File: config.mk
export PLATFORM = sky130hd
export DESIGN_NAME = vsf_top
export DESIGN_NICKNAME = d
export VERILOG_FILES = /design/src/logic/vsf_top.v
export VERILOG_INCLUDE_DIRS = /design/src /design/src/logic
export SDC_FILE = /design/constraint.sdc
export NUM_CORES = 2
export LEC_CHECK = 0
export BUFFER_PORTS_ARGS = -buffer_cell sky130_fd_sc_hd__buf_4
export CAP_MARGIN = 5
export CORE_ASPECT_RATIO = 0.7
export CORE_MARGIN = 1
export CORE_UTILIZATION = 40
export CTS_BUF_LIST = sky130_fd_sc_hd__clkbuf_16
export DETAILED_ROUTE_END_ITERATION = 16
export HOLD_SLACK_MARGIN = 0.03
export PLACE_DENSITY_LB_ADDON = 0.12
export SKIP_LAST_GASP = 1
export SLEW_MARGIN = 40
export SYNTH_ARGS = -nofsm -noshare
export SYNTH_HDL_FRONTEND = slang
export SYNTH_SLANG_ARGS = --single-unit
File: constraint.sdc
create_clock -name ref_clk -period 37.8 [get_ports ref_clk]
set_input_delay 5.67 -clock ref_clk [delete_from_list [all_inputs] [get_ports ref_clk]]
set_output_delay 5.67 -clock ref_clk [all_outputs]
set_load 0.02 [all_outputs]
File: src/logic/vsf_defines.vh
// Constants for the vibration sample filter and offset block
`ifndef VSF_DEFINES_VH
`define VSF_DEFINES_VH

// ***************************************************************
// Register offsets (byte addresses of the low byte)
// ***************************************************************
`define VSF_ADDR_TRIM_X 7'h02
`define VSF_ADDR_TRIM_Y 7'h04
`define VSF_ADDR_TRIM_Z 7'h06
`define VSF_ADDR_BUF_X 7'h14
`define VSF_ADDR_CAPTURE_CONTROL 7'h1C
`define VSF_ADDR_AVG_EXP 7'h38
`define VSF_ADDR_DIAG 7'h3C
`define VSF_ADDR_GLOBAL_COMMAND 7'h3E
`define VSF_ADDR_FLASH_WRITE_COUNTER 7'h50
`define VSF_ADDR_LOT_FIRST 7'h52
`define VSF_ADDR_LOT_SECOND 7'h54
`define VSF_ADDR_PROD 7'h56
`define VSF_ADDR_SERIAL 7'h58

// ***************************************************************
// Field positions and reset values
// ***************************************************************
`define VSF_CAPT_BP_BIT 7
`define VSF_CMD_NULL_BIT 0
`define VSF_CMD_CLR_BIT 4
`define VSF_CMD_TEST_BIT 5
`define VSF_CMD_CAPT_BIT 11
`define VSF_DIAG_SPI_BIT 3
`define VSF_DIAG_SUM_BIT 6
`define VSF_AVG_EXP_MAX 4'h0A
`define VSF_RST_TRIM 16'h0000
`define VSF_RST_CAPTURE_CONTROL 16'h0000
`define VSF_RST_AVG_EXP 4'h0

// ***************************************************************
// Filter and timing constants
// ***************************************************************
`define VSF_NULL_LAST 16'hFFFF
`define VSF_LP_COEF 16'h4A00
`define VSF_HP_COEF 16'h18D5
`define VSF_FRAME_BITS 5'h10
`define VSF_CLK_PERIOD_NS 100
`define VSF_FLASH_TEST_US 10500
`define VSF_FLASH_TEST_CYC \
   ((`VSF_FLASH_TEST_US * 1000 + `VSF_CLK_PERIOD_NS - 1) / `VSF_CLK_PERIOD_NS)

`endif

File: src/logic/vsf_top.v
// Vibration sample filter, offset trim and command engine with SPI port
//
// How it works
// - Averaging exponent field sets 2^D averages
// - Averager decimates by 2^D, D up to ten
// - Capture control bit seven enables band-pass
// - Band-pass is second-order low then high-pass
// - Band-pass runs at decimated rate, corners scale
// - Per-axis signed sixteen-bit trim register
// - Trim adds to axis data, positive raises
// - Autonull averages 65536 samples, negates, flashes
// - Command bit five runs flash checksum test
// - Read-only counter counts flash write cycles
// - Read-only lot, serial and product words
// - Start-up sequence ends in manual capture mode
// - Reads pipelined: answer comes next frame
// - Checksum failure flag sticky until cleared
`timescale 1ns/1ps
`include "vsf_defines.vh"

module vsf_top #(
   parameter [31:0] TEST_CYCLES = `VSF_FLASH_TEST_CYC,
   parameter [15:0] LOT_FIRST = 16'h1111, // Arbitrary value
   parameter [15:0] LOT_SECOND = 16'h2222, // Arbitrary value
   parameter [15:0] PROD_CODE = 16'h0A5C, // Arbitrary value
   parameter [15:0] SERIAL = 16'h0123 // Arbitrary value
)
(
   input wire ref_clk,
   input wire sys_rst,
   input wire spi_cs_n,
   input wire spi_sclk,
   input wire spi_mosi,
   output reg spi_miso,
   input wire sample_valid,
   input wire [15:0] sample_x,
   input wire [15:0] sample_y,
   input wire [15:0] sample_z,
   input wire [15:0] buf_data,
   output reg buf_rd,
   output reg capture_start,
   output reg capture_manual,
   output reg busy,
   output reg filt_valid,
   output wire [15:0] filt_x,
   output wire [15:0] filt_y,
   output wire [15:0] filt_z
);

   // ************************************************************
   // State codes
   // ************************************************************
   localparam [4:0] ST_BOOT = 5'b00001;
   localparam [4:0] ST_IDLE = 5'b00010;
   localparam [4:0] ST_NULL = 5'b00100;
   localparam [4:0] ST_FLASH = 5'b01000;
   localparam [4:0] ST_TEST = 5'b10000;

   // One-pole step y + k*(x - y), k in Q15; result stays between y and x
   function [15:0] vsf_pole;
      input [15:0] y;
      input [15:0] x;
      input [15:0] k;
      reg signed [16:0] d;
      reg signed [33:0] p;
      begin
         d = $signed({x[15], x}) - $signed({y[15], y});
         p = d * $signed({1'b0, k});
         vsf_pole = y + p[30:15];
      end
   endfunction

   // ************************************************************
   // SPI slave, mode 3, pins sampled as synchronous levels
   // ************************************************************
   reg sclk_d;
   reg cs_d;
   reg [15:0] shift_in;
   reg [15:0] shift_out;
   reg [4:0] bit_cnt;
   reg frm_v;
   reg frm_bad;
   reg [15:0] frm_w;
   reg [15:0] rd_resp;
   reg [15:0] rd_mux;
   wire cs_fall = cs_d & ~spi_cs_n;
   wire cs_rise = ~cs_d & spi_cs_n;
   wire sclk_rise = ~sclk_d & spi_sclk & ~spi_cs_n;
   wire sclk_fall = sclk_d & ~spi_sclk & ~spi_cs_n;
   wire frm_wr = frm_v & frm_w[15];
   wire frm_rd = frm_v & ~frm_w[15];
   wire [6:0] frm_addr = frm_w[14:8];
   wire [7:0] frm_dat = frm_w[7:0];

   // Frame capture; a frame is taken only when the 5-bit count of arrived bits, modulo 32, is 16
   always @(posedge ref_clk)
   begin
      if (sys_rst)
      begin
         sclk_d <= 1'b1;
         cs_d <= 1'b1;
         shift_in <= 16'h0000;
         shift_out <= 16'h0000;
         bit_cnt <= 5'h00;
         frm_v <= 1'b0;
         frm_bad <= 1'b0;
         frm_w <= 16'h0000;
         spi_miso <= 1'b0;
      end
      else
      begin
         sclk_d <= spi_sclk;
         cs_d <= spi_cs_n;
         frm_v <= cs_rise & (bit_cnt == `VSF_FRAME_BITS);
         frm_bad <= cs_rise & (bit_cnt != `VSF_FRAME_BITS);
         if (cs_rise)
            frm_w <= shift_in;
         if (cs_fall)
         begin
            shift_out <= rd_resp;
            spi_miso <= rd_resp[15];
            bit_cnt <= 5'h00;
         end
         else if (sclk_rise)
         begin
            shift_in <= {shift_in[14:0], spi_mosi};
            bit_cnt <= bit_cnt + 5'h01;
         end
         else if (sclk_fall)
         begin
            // Mode 3: each falling edge presents the bit sampled next rise
            shift_out <= {shift_out[14:0], 1'b0};
            spi_miso <= shift_out[15];
         end
      end
   end

   // ************************************************************
   // Register file and command engine
   // ************************************************************
   reg [4:0] state;
   reg [4:0] next_state;
   reg [47:0] trim_all;
   reg [15:0] capture_control;
   reg [3:0] avg_exp;
   reg [15:0] diag;
   reg [15:0] flash_write_counter;
   reg [47:0] flash_img;
   reg [15:0] flash_sum;
   reg [15:0] null_cnt;
   reg [31:0] test_cnt;
   wire [47:0] null_trim;
   wire [15:0] cmd_word = {frm_dat, 8'h00};
   wire cmd_hi = frm_wr & (frm_addr == (`VSF_ADDR_GLOBAL_COMMAND | 7'h01));
   wire cmd_lo = frm_wr & (frm_addr == `VSF_ADDR_GLOBAL_COMMAND);
   wire idle = (state == ST_IDLE);
   wire go_null = cmd_lo & frm_dat[`VSF_CMD_NULL_BIT] & idle;
   wire go_test = cmd_lo & frm_dat[`VSF_CMD_TEST_BIT] & idle;
   wire go_clr = cmd_lo & frm_dat[`VSF_CMD_CLR_BIT];
   wire go_capt = cmd_hi & cmd_word[`VSF_CMD_CAPT_BIT] & idle;
   wire null_end = (state == ST_NULL) & sample_valid &
      (null_cnt == `VSF_NULL_LAST);
   wire test_end = (state == ST_TEST) & (test_cnt >= TEST_CYCLES - 32'd1);
   wire [15:0] img_check = flash_img[15:0] + flash_img[31:16] +
      flash_img[47:32];
   wire sum_fail = test_end & (img_check != flash_sum);

   // Next state of the command engine
   always @*
   begin
      next_state = state;
      case (state)
         ST_BOOT: next_state = ST_IDLE;
         ST_IDLE:
         begin
            if (go_null)
               next_state = ST_NULL;
            else if (go_test)
               next_state = ST_TEST;
         end
         ST_NULL:
         begin
            if (null_end)
               next_state = ST_FLASH;
         end
         ST_FLASH: next_state = ST_IDLE;
         ST_TEST:
         begin
            if (test_end)
               next_state = ST_IDLE;
         end
         default: next_state = ST_BOOT;
      endcase
   end

   // Register writes, autonull load, flash image and counters
   always @(posedge ref_clk)
   begin
      if (sys_rst)
      begin
         state <= ST_BOOT;
         trim_all <= {3{`VSF_RST_TRIM}};
         capture_control <= `VSF_RST_CAPTURE_CONTROL;
         avg_exp <= `VSF_RST_AVG_EXP;
         diag <= 16'h0000;
         flash_write_counter <= 16'h0000;
         flash_img <= 48'h0000_0000_0000;
         flash_sum <= 16'h0000;
         null_cnt <= 16'h0000;
         test_cnt <= 32'h0000_0000;
         busy <= 1'b1;
         capture_manual <= 1'b0;
         capture_start <= 1'b0;
      end
      else
      begin
         state <= next_state;
         busy <= (next_state != ST_IDLE);
         capture_start <= go_capt;
         if (state == ST_BOOT)
            capture_manual <= 1'b1;
         // Byte writes: even address low byte, odd address high byte
         if (frm_wr)
         begin
            case (frm_addr)
               `VSF_ADDR_TRIM_X: trim_all[7:0] <= frm_dat;
               `VSF_ADDR_TRIM_X | 7'h01: trim_all[15:8] <= frm_dat;
               `VSF_ADDR_TRIM_Y: trim_all[23:16] <= frm_dat;
               `VSF_ADDR_TRIM_Y | 7'h01: trim_all[31:24] <= frm_dat;
               `VSF_ADDR_TRIM_Z: trim_all[39:32] <= frm_dat;
               `VSF_ADDR_TRIM_Z | 7'h01: trim_all[47:40] <= frm_dat;
               `VSF_ADDR_CAPTURE_CONTROL: capture_control[7:0] <= frm_dat;
               `VSF_ADDR_CAPTURE_CONTROL | 7'h01: capture_control[15:8] <= frm_dat;
               `VSF_ADDR_AVG_EXP: avg_exp <= frm_dat[3:0];
               default: ;
            endcase
         end
         // Autonull sample count; the sums live in the axis loop
         if (go_null)
            null_cnt <= 16'h0000;
         else if ((state == ST_NULL) & sample_valid)
            null_cnt <= null_cnt + 16'h0001;
         // Flash update: new trims land in registers and image together
         if (state == ST_FLASH)
         begin
            trim_all <= null_trim;
            flash_img <= null_trim;
            flash_sum <= null_trim[15:0] + null_trim[31:16] +
               null_trim[47:32];
            flash_write_counter <= flash_write_counter + 16'h0001;
         end
         if (go_test)
            test_cnt <= 32'h0000_0000;
         else if (state == ST_TEST)
            test_cnt <= test_cnt + 32'h0000_0001;
         // Sticky flags: a setting event wins over a clear
         if (go_clr)
            diag <= 16'h0000;
         if (sum_fail)
            diag[`VSF_DIAG_SUM_BIT] <= 1'b1;
         if (frm_bad)
            diag[`VSF_DIAG_SPI_BIT] <= 1'b1;
      end
   end

   // Read data selection, address low bit ignored
   always @*
   begin
      case ({frm_addr[6:1], 1'b0})
         `VSF_ADDR_TRIM_X: rd_mux = trim_all[15:0];
         `VSF_ADDR_TRIM_Y: rd_mux = trim_all[31:16];
         `VSF_ADDR_TRIM_Z: rd_mux = trim_all[47:32];
         `VSF_ADDR_BUF_X: rd_mux = buf_data;
         `VSF_ADDR_CAPTURE_CONTROL: rd_mux = capture_control;
         `VSF_ADDR_AVG_EXP: rd_mux = {12'h000, avg_exp};
         `VSF_ADDR_DIAG: rd_mux = diag;
         `VSF_ADDR_FLASH_WRITE_COUNTER: rd_mux = flash_write_counter;
         `VSF_ADDR_LOT_FIRST: rd_mux = LOT_FIRST;
         `VSF_ADDR_LOT_SECOND: rd_mux = LOT_SECOND;
         `VSF_ADDR_PROD: rd_mux = PROD_CODE;
         `VSF_ADDR_SERIAL: rd_mux = SERIAL;
         default: rd_mux = 16'h0000;
      endcase
   end

   // Answer held for the next frame; buffer pops on each buffer read
   always @(posedge ref_clk)
   begin
      if (sys_rst)
      begin
         rd_resp <= 16'h0000;
         buf_rd <= 1'b0;
      end
      else
      begin
         buf_rd <= frm_rd & ({frm_addr[6:1], 1'b0} == `VSF_ADDR_BUF_X);
         if (frm_rd)
            rd_resp <= rd_mux;
      end
   end

   // ************************************************************
   // Averaging and decimation control shared by the axes
   // ************************************************************
   reg [9:0] averaging_exponent;
   reg avg_v;
   wire [3:0] dexp = (avg_exp > `VSF_AVG_EXP_MAX) ? `VSF_AVG_EXP_MAX : avg_exp;
   wire [10:0] blk_len = 11'h001 << dexp;
   wire blk_end = sample_valid & ({1'b0, averaging_exponent} == blk_len - 11'h001);
   wire bp_en = capture_control[`VSF_CAPT_BP_BIT];
   wire [47:0] raw_all = {sample_z, sample_y, sample_x};

   // Block counter; a new exponent takes effect at once, even part-way through a block
   always @(posedge ref_clk)
   begin
      if (sys_rst)
      begin
         averaging_exponent <= 10'h000;
         avg_v <= 1'b0;
         filt_valid <= 1'b0;
      end
      else
      begin
         avg_v <= blk_end;
         filt_valid <= avg_v;
         if (blk_end)
            averaging_exponent <= 10'h000;
         else if (sample_valid)
            averaging_exponent <= averaging_exponent + 10'h001;
      end
   end

   // ************************************************************
   // Per-axis trim, averager, band-pass and autonull sum
   // ************************************************************
   genvar ax;
   generate
      for (ax = 0; ax < 3; ax = ax + 1)
      begin : g_axis
         wire [15:0] raw = raw_all[16*ax +: 16];
         wire [15:0] trim = trim_all[16*ax +: 16];
         wire signed [16:0] tsum = $signed({raw[15], raw}) +
            $signed({trim[15], trim});
         // Saturate so a large trim cannot wrap the sign
         wire [15:0] trimmed = (tsum[16] != tsum[15]) ?
            {tsum[16], {15{~tsum[16]}}} : tsum[15:0];
         reg signed [25:0] acc;
         wire signed [25:0] acc_next = acc + $signed({{10{trimmed[15]}},
            trimmed});
         wire signed [25:0] mean = acc_next >>> dexp;
         reg [15:0] avg_val;
         reg [15:0] lp1;
         reg [15:0] lp2;
         reg [15:0] hpa;
         reg [15:0] hpb;
         reg [15:0] out_val;
         reg signed [31:0] null_acc;
         // Band-pass chain: two low-pass poles, then two high-pass poles
         wire [15:0] n1 = vsf_pole(lp1, avg_val, `VSF_LP_COEF);
         wire [15:0] n2 = vsf_pole(lp2, n1, `VSF_LP_COEF);
         wire [15:0] na = vsf_pole(hpa, n2, `VSF_HP_COEF);
         wire [15:0] h1 = n2 - na;
         wire [15:0] nb = vsf_pole(hpb, h1, `VSF_HP_COEF);
         wire [15:0] h2 = h1 - nb;
         wire [31:0] null_neg = -null_acc;

         assign null_trim[16*ax +: 16] = null_neg[31:16];

         // Filter state; band-pass steps once per decimated sample
         always @(posedge ref_clk)
         begin
            if (sys_rst)
            begin
               acc <= 26'sd0;
               avg_val <= 16'h0000;
               lp1 <= 16'h0000;
               lp2 <= 16'h0000;
               hpa <= 16'h0000;
               hpb <= 16'h0000;
               out_val <= 16'h0000;
               null_acc <= 32'sd0;
            end
            else
            begin
               if (blk_end)
               begin
                  acc <= 26'sd0;
                  avg_val <= mean[15:0];
               end
               else if (sample_valid)
                  acc <= acc_next;
               if (avg_v)
               begin
                  lp1 <= n1;
                  lp2 <= n2;
                  hpa <= na;
                  hpb <= nb;
                  out_val <= bp_en ? h2 : avg_val;
               end
               // Bias estimate uses untrimmed data so the result replaces
               if (go_null)
                  null_acc <= 32'sd0;
               else if ((state == ST_NULL) & sample_valid)
                  null_acc <= null_acc + $signed({{16{raw[15]}}, raw});
            end
         end
      end
   endgenerate

   // Filtered outputs straight from the axis output flops
   assign filt_x = g_axis[0].out_val;
   assign filt_y = g_axis[1].out_val;
   assign filt_z = g_axis[2].out_val;

endmodule // vsf_top

==> results.md <==
Floorplan:
- The floorplan die height is 416 um.
- The area enclosed by the die boundary is 247000 sq um.
- The die width is 594 um.
- The floorplan core area is 243000 sq um.
- Pin placement for this block handled 124 I/O pins.
- The number of rows created at floorplan is 151.
- Once the floorplan was initialized, standard cells occupied 40.4% of the core.

Clock network:
- The cell sitting at the root of the clock tree is a sky130_fd_sc_hd__clkbuf_16.
- Once the clock tree was built, the setup fixing pass inserted 0 buffers.
- After clock tree synthesis, the clock-pin slew on the worst setup and hold paths is about 60 ps.
- The number of H-tree branching levels is 3.
- Hold repair after CTS inserted 0 buffers.
- The number of gates resized after CTS was 0.
- The total CTS buffers is 92.
- The total number of clock tree sinks is 755.
- The CTS tree is built.
- The clock insertion delay at the later pin of the skew report is 760 ps.
- No sink is reached through more buffers than the 3 on the longest clock path.

Cells and area:
- Counting the fill cells in the layout gives 24200.
- The fraction of layout instances using a drive strength above 1 is 4.88%.
- The utilization of the core after routing is 43.7%.
- Compared with the post-synthesis result, the final layout area differs by 8.06%.
- The combined flip-flop and latch cell area is between 15000 and 20000 sq um.
- The area of combinational cells with multiple inputs is 75800 sq um.
- The net count of the finished layout is ~14000.
- After routing the design area is 106000 sq um.

Setup path:
- The top fanout value on the critical path is 22.
- The startpoint class of the critical path is a register.
- The buffer and inverter count on the worst path is 17.
- The most repeated library cell on the critical path is sky130_fd_sc_hd__ha_1.
- The cell family contributing the most delay on the critical path is adder cells.
- The cell with the biggest individual delay on the critical path is sky130_fd_sc_hd__xor2_1.
- The data required time at the worst endpoint is between 30000 and 40000 ps.
- The largest single stage delay on the critical path is 640 ps.
- The setup path with the least slack is of type reg -> reg.
- The element type at the critical path end is a register.
- Data on the critical path arrives at its endpoint at between 30000 and 40000 ps.

STA:
- The worst max-slew margin expressed relative to the limit is 39.3%.
- After layout, the minimum clock period comes to roughly 31000 ps.
- The count of final hold-check violations is 0.
- Setup repair after global routing left no endpoint under its margin.
- The final max-slew violation count is 0.
- The final cycle utilization of the critical path is between 80 and 90%.
- The worst hold margin is 437 ps.
- Clock skew on the completed layout was measured at 64.8 ps.
- The fmax is 0.0318 GHz.
- Setup violations remaining at the end of the flow were counted as 0.
- The pin slew with the least headroom to its limit is 903 ps.
- The accumulated negative setup slack is 0 ps.

Logic synthesis:
- The multiplexer fraction of the synthesized cell area is 4.66%.
- The sequential-to-total area share from yosys stat is 15.4%.
- The cell type with the highest aggregate area in the netlist is sky130_fd_sc_hd__ha_1.
- After synthesis, the cell types taking the most area are sky130_fd_sc_hd__ha_1 (22%), sky130_fd_sc_hd__dfxtp_1 (15%), sky130_fd_sc_hd__fa_1 (13%).
- The async set or reset register ratio after synthesis is 0%.
- By count the netlist is led by sky130_fd_sc_hd__inv_1 (1727), sky130_fd_sc_hd__ha_1 (1692), sky130_fd_sc_hd__nor2_1 (1070), sky130_fd_sc_hd__nand2_1 (835), sky130_fd_sc_hd__a21oi_1 (818).
- The main combinational cell family by area after synthesis is adder cells.
- The post-synthesis adder-cell area fraction is 34.6%.
- Of the post-synthesis cell area, the dominant cell type holds 21.6%.
- The synthesized net count is 14300.
- The count of warnings emitted by yosys is 0.
- The predominant post-synthesis flop cell is sky130_fd_sc_hd__dfxtp_1.
- The netlist area before placement is 98200 sq um.
- The synthesized netlist devotes 15.7% of its cell area to compound gates.
- After synthesis, the netlist uses 97 different library cells.
- Counting flops and latches in the post-synthesis netlist gives roughly 760.
- The area share of xor/xnor cells in the synthesized design is around 8%.
- Synthesis produced a netlist whose cell count is 11900.
- The synthesized design contains 0 enable-type register cells.
- The synthesized netlist devotes roughly 14% of its cell area to simple gates.
- The cell with the most instances after synthesis is sky130_fd_sc_hd__inv_1.
- The synthesized area per cell is 8.27 sq um.

Global route:
- The met3 track demand over resource is under 10%.
- The via count of the first global-routing pass came to 78500.
- The pin count of the biggest net entering global routing is 82.
- The total overflow left after global routing is 0.
- The met2 usage in global routing is 33.6%.
- For this run, global-route usage on met1 was measured as between 30% and 40%.
- In this run the most used layer during global routing was met1.
- The number of antenna violations at the first check in global routing came to 11.
- The first global-routing pass estimated 447000 um of wire.
- Global routing used roughly 22% of the available tracks across all layers.

Route:
- The per-cell routed wire length is 18.5 um.
- The remaining antenna violation count after routing is 0.
- The post-detailed-route via-to-cell ratio is 5.27.
- The via count is between 70000 and 80000.
- The total wire length is 281000 um.
- The count of unresolved DRC violations after routing is 0.
- The first detailed-routing pass ran for 7 iterations.
- The starting DRC count in detailed routing is between 5000 and 6000.

Placement:
- The post-placement cell area is 103000 sq um.
- The detailed placement HPWL is 230000 um.
- Routability-driven placement finished with a final weighted congestion of 0.905.
- The count of buffers added on input and output ports is 123.

Flow run:
- Across the run, the number of max-cap violations was 0.

Status:
- The flow ran to the end, and the final reports show no timing, DRC or antenna violations.

Hold path:
- The worst min-delay path category is reg -> reg.
worst reg2reg max path, delay by kind of cell, from the launching register on:
family | cells | cell delay [ps]
AO/OA/AOI/OAI | 43 | 9210
adder cells (fa/ha/maj) | 35 | 12920
AND/OR/NAND/NOR | 22 | 3570
XOR/XNOR | 9 | 3460
buffers and inverters | 17 | 1800
flip-flops | 1 | 370
layer usage:
metal / share of wire, % / routed length (um) / vias to the layer above
met5: 0 / 0 / -
met4: 1.7 / 4800 / 0
met3: 4.3 / 12200 / 223
met2: 41 / 115000 / 1472
met1: 53 / 149000 / 37900
li1: - / - / 40300
flip-flops by register name, summed over array words and instances (netlist names), 32 cells and up:
name             count
flash_img           48
g_axis.acc          78
g_axis.avg_val      48
g_axis.hpa          48
g_axis.hpb          48
g_axis.lp1          48
g_axis.lp2          48
g_axis.null_acc     96
test_cnt            32
trim_all            48
kinds of logic after synthesis:
family                   Yosys count
AO/OA/AOI/OAI                   2440
adder cells (fa/ha/maj)         2336
XOR/XNOR                         909
multiplexers                     438
AND/OR/NAND/NOR                 2974
flip-flops                       755
buffers and inverters           2022
cell type report:
type                       instances  share of cell area, %
clock inverter                    76                  0.647
multi-input combinational       9097                   71.4
antenna                            1                0.00236
tap                             3213                   3.79
inverter                        1730                   6.12
clock buffer                      92                   2.17
sequential                       755                   14.3
timing repair buffer             212                   1.58
placed cells by master, fill, tap and decap left out, types with 71 or more instances in the layout:
cell / netlist / final
sky130_fd_sc_hd__nand2_1: 835 / 831
sky130_fd_sc_hd__nand3_1: 152 / 151
sky130_fd_sc_hd__and3_1: 78 / 77
sky130_fd_sc_hd__o21bai_1: 71 / 71
sky130_fd_sc_hd__mux2_2: 114 / 114
sky130_fd_sc_hd__a211oi_1: 156 / 154
sky130_fd_sc_hd__o21a_1: 119 / 119
sky130_fd_sc_hd__mux2i_1: 320 / 319
sky130_fd_sc_hd__nor3_1: 228 / 226
sky130_fd_sc_hd__buf_4: 0 / 201
sky130_fd_sc_hd__a21oi_1: 818 / 817
sky130_fd_sc_hd__nand2b_1: 99 / 98
sky130_fd_sc_hd__a21boi_0: 95 / 95
sky130_fd_sc_hd__nor2_1: 1070 / 1065
sky130_fd_sc_hd__a31oi_1: 72 / 71
sky130_fd_sc_hd__xnor2_1: 617 / 609
sky130_fd_sc_hd__nor2b_1: 149 / 147
sky130_fd_sc_hd__dfxtp_1: 755 / 750
sky130_fd_sc_hd__a21o_1: 231 / 231
sky130_fd_sc_hd__ha_1: 1692 / 1692
sky130_fd_sc_hd__and2_1: 100 / 99
sky130_fd_sc_hd__fa_1: 631 / 631
sky130_fd_sc_hd__inv_1: 1727 / 1748
sky130_fd_sc_hd__xor2_1: 289 / 288
sky130_fd_sc_hd__clkbuf_16: 0 / 92
sky130_fd_sc_hd__o21ai_0: 500 / 496
final timing paths:
path | start | to | slack, ps | depth (start not counted)
worst max-delay path | g_axis[0].avg_val[0] | filt_x[15] | 6370 | 126
worst min-delay path | frm_bad | diag[3] | 440 | 2
worst max register to register | g_axis[0].avg_val[0] | filt_x[15] | 6370 | 126
worst min register to register | frm_bad | diag[3] | 440 | 2
stage by stage:
stage                     instances  worst slack, ps
after floorplan               11900             8980
after detailed placement      15000             6310
final                         15200             6370
after global placement        15000             6480
after global routing          15200             4150
after CTS                     15200             6120
Power is left out: the tool's default activity adds up to more than one toggle a clock period on the data nets, which glitch-free logic cannot reach.
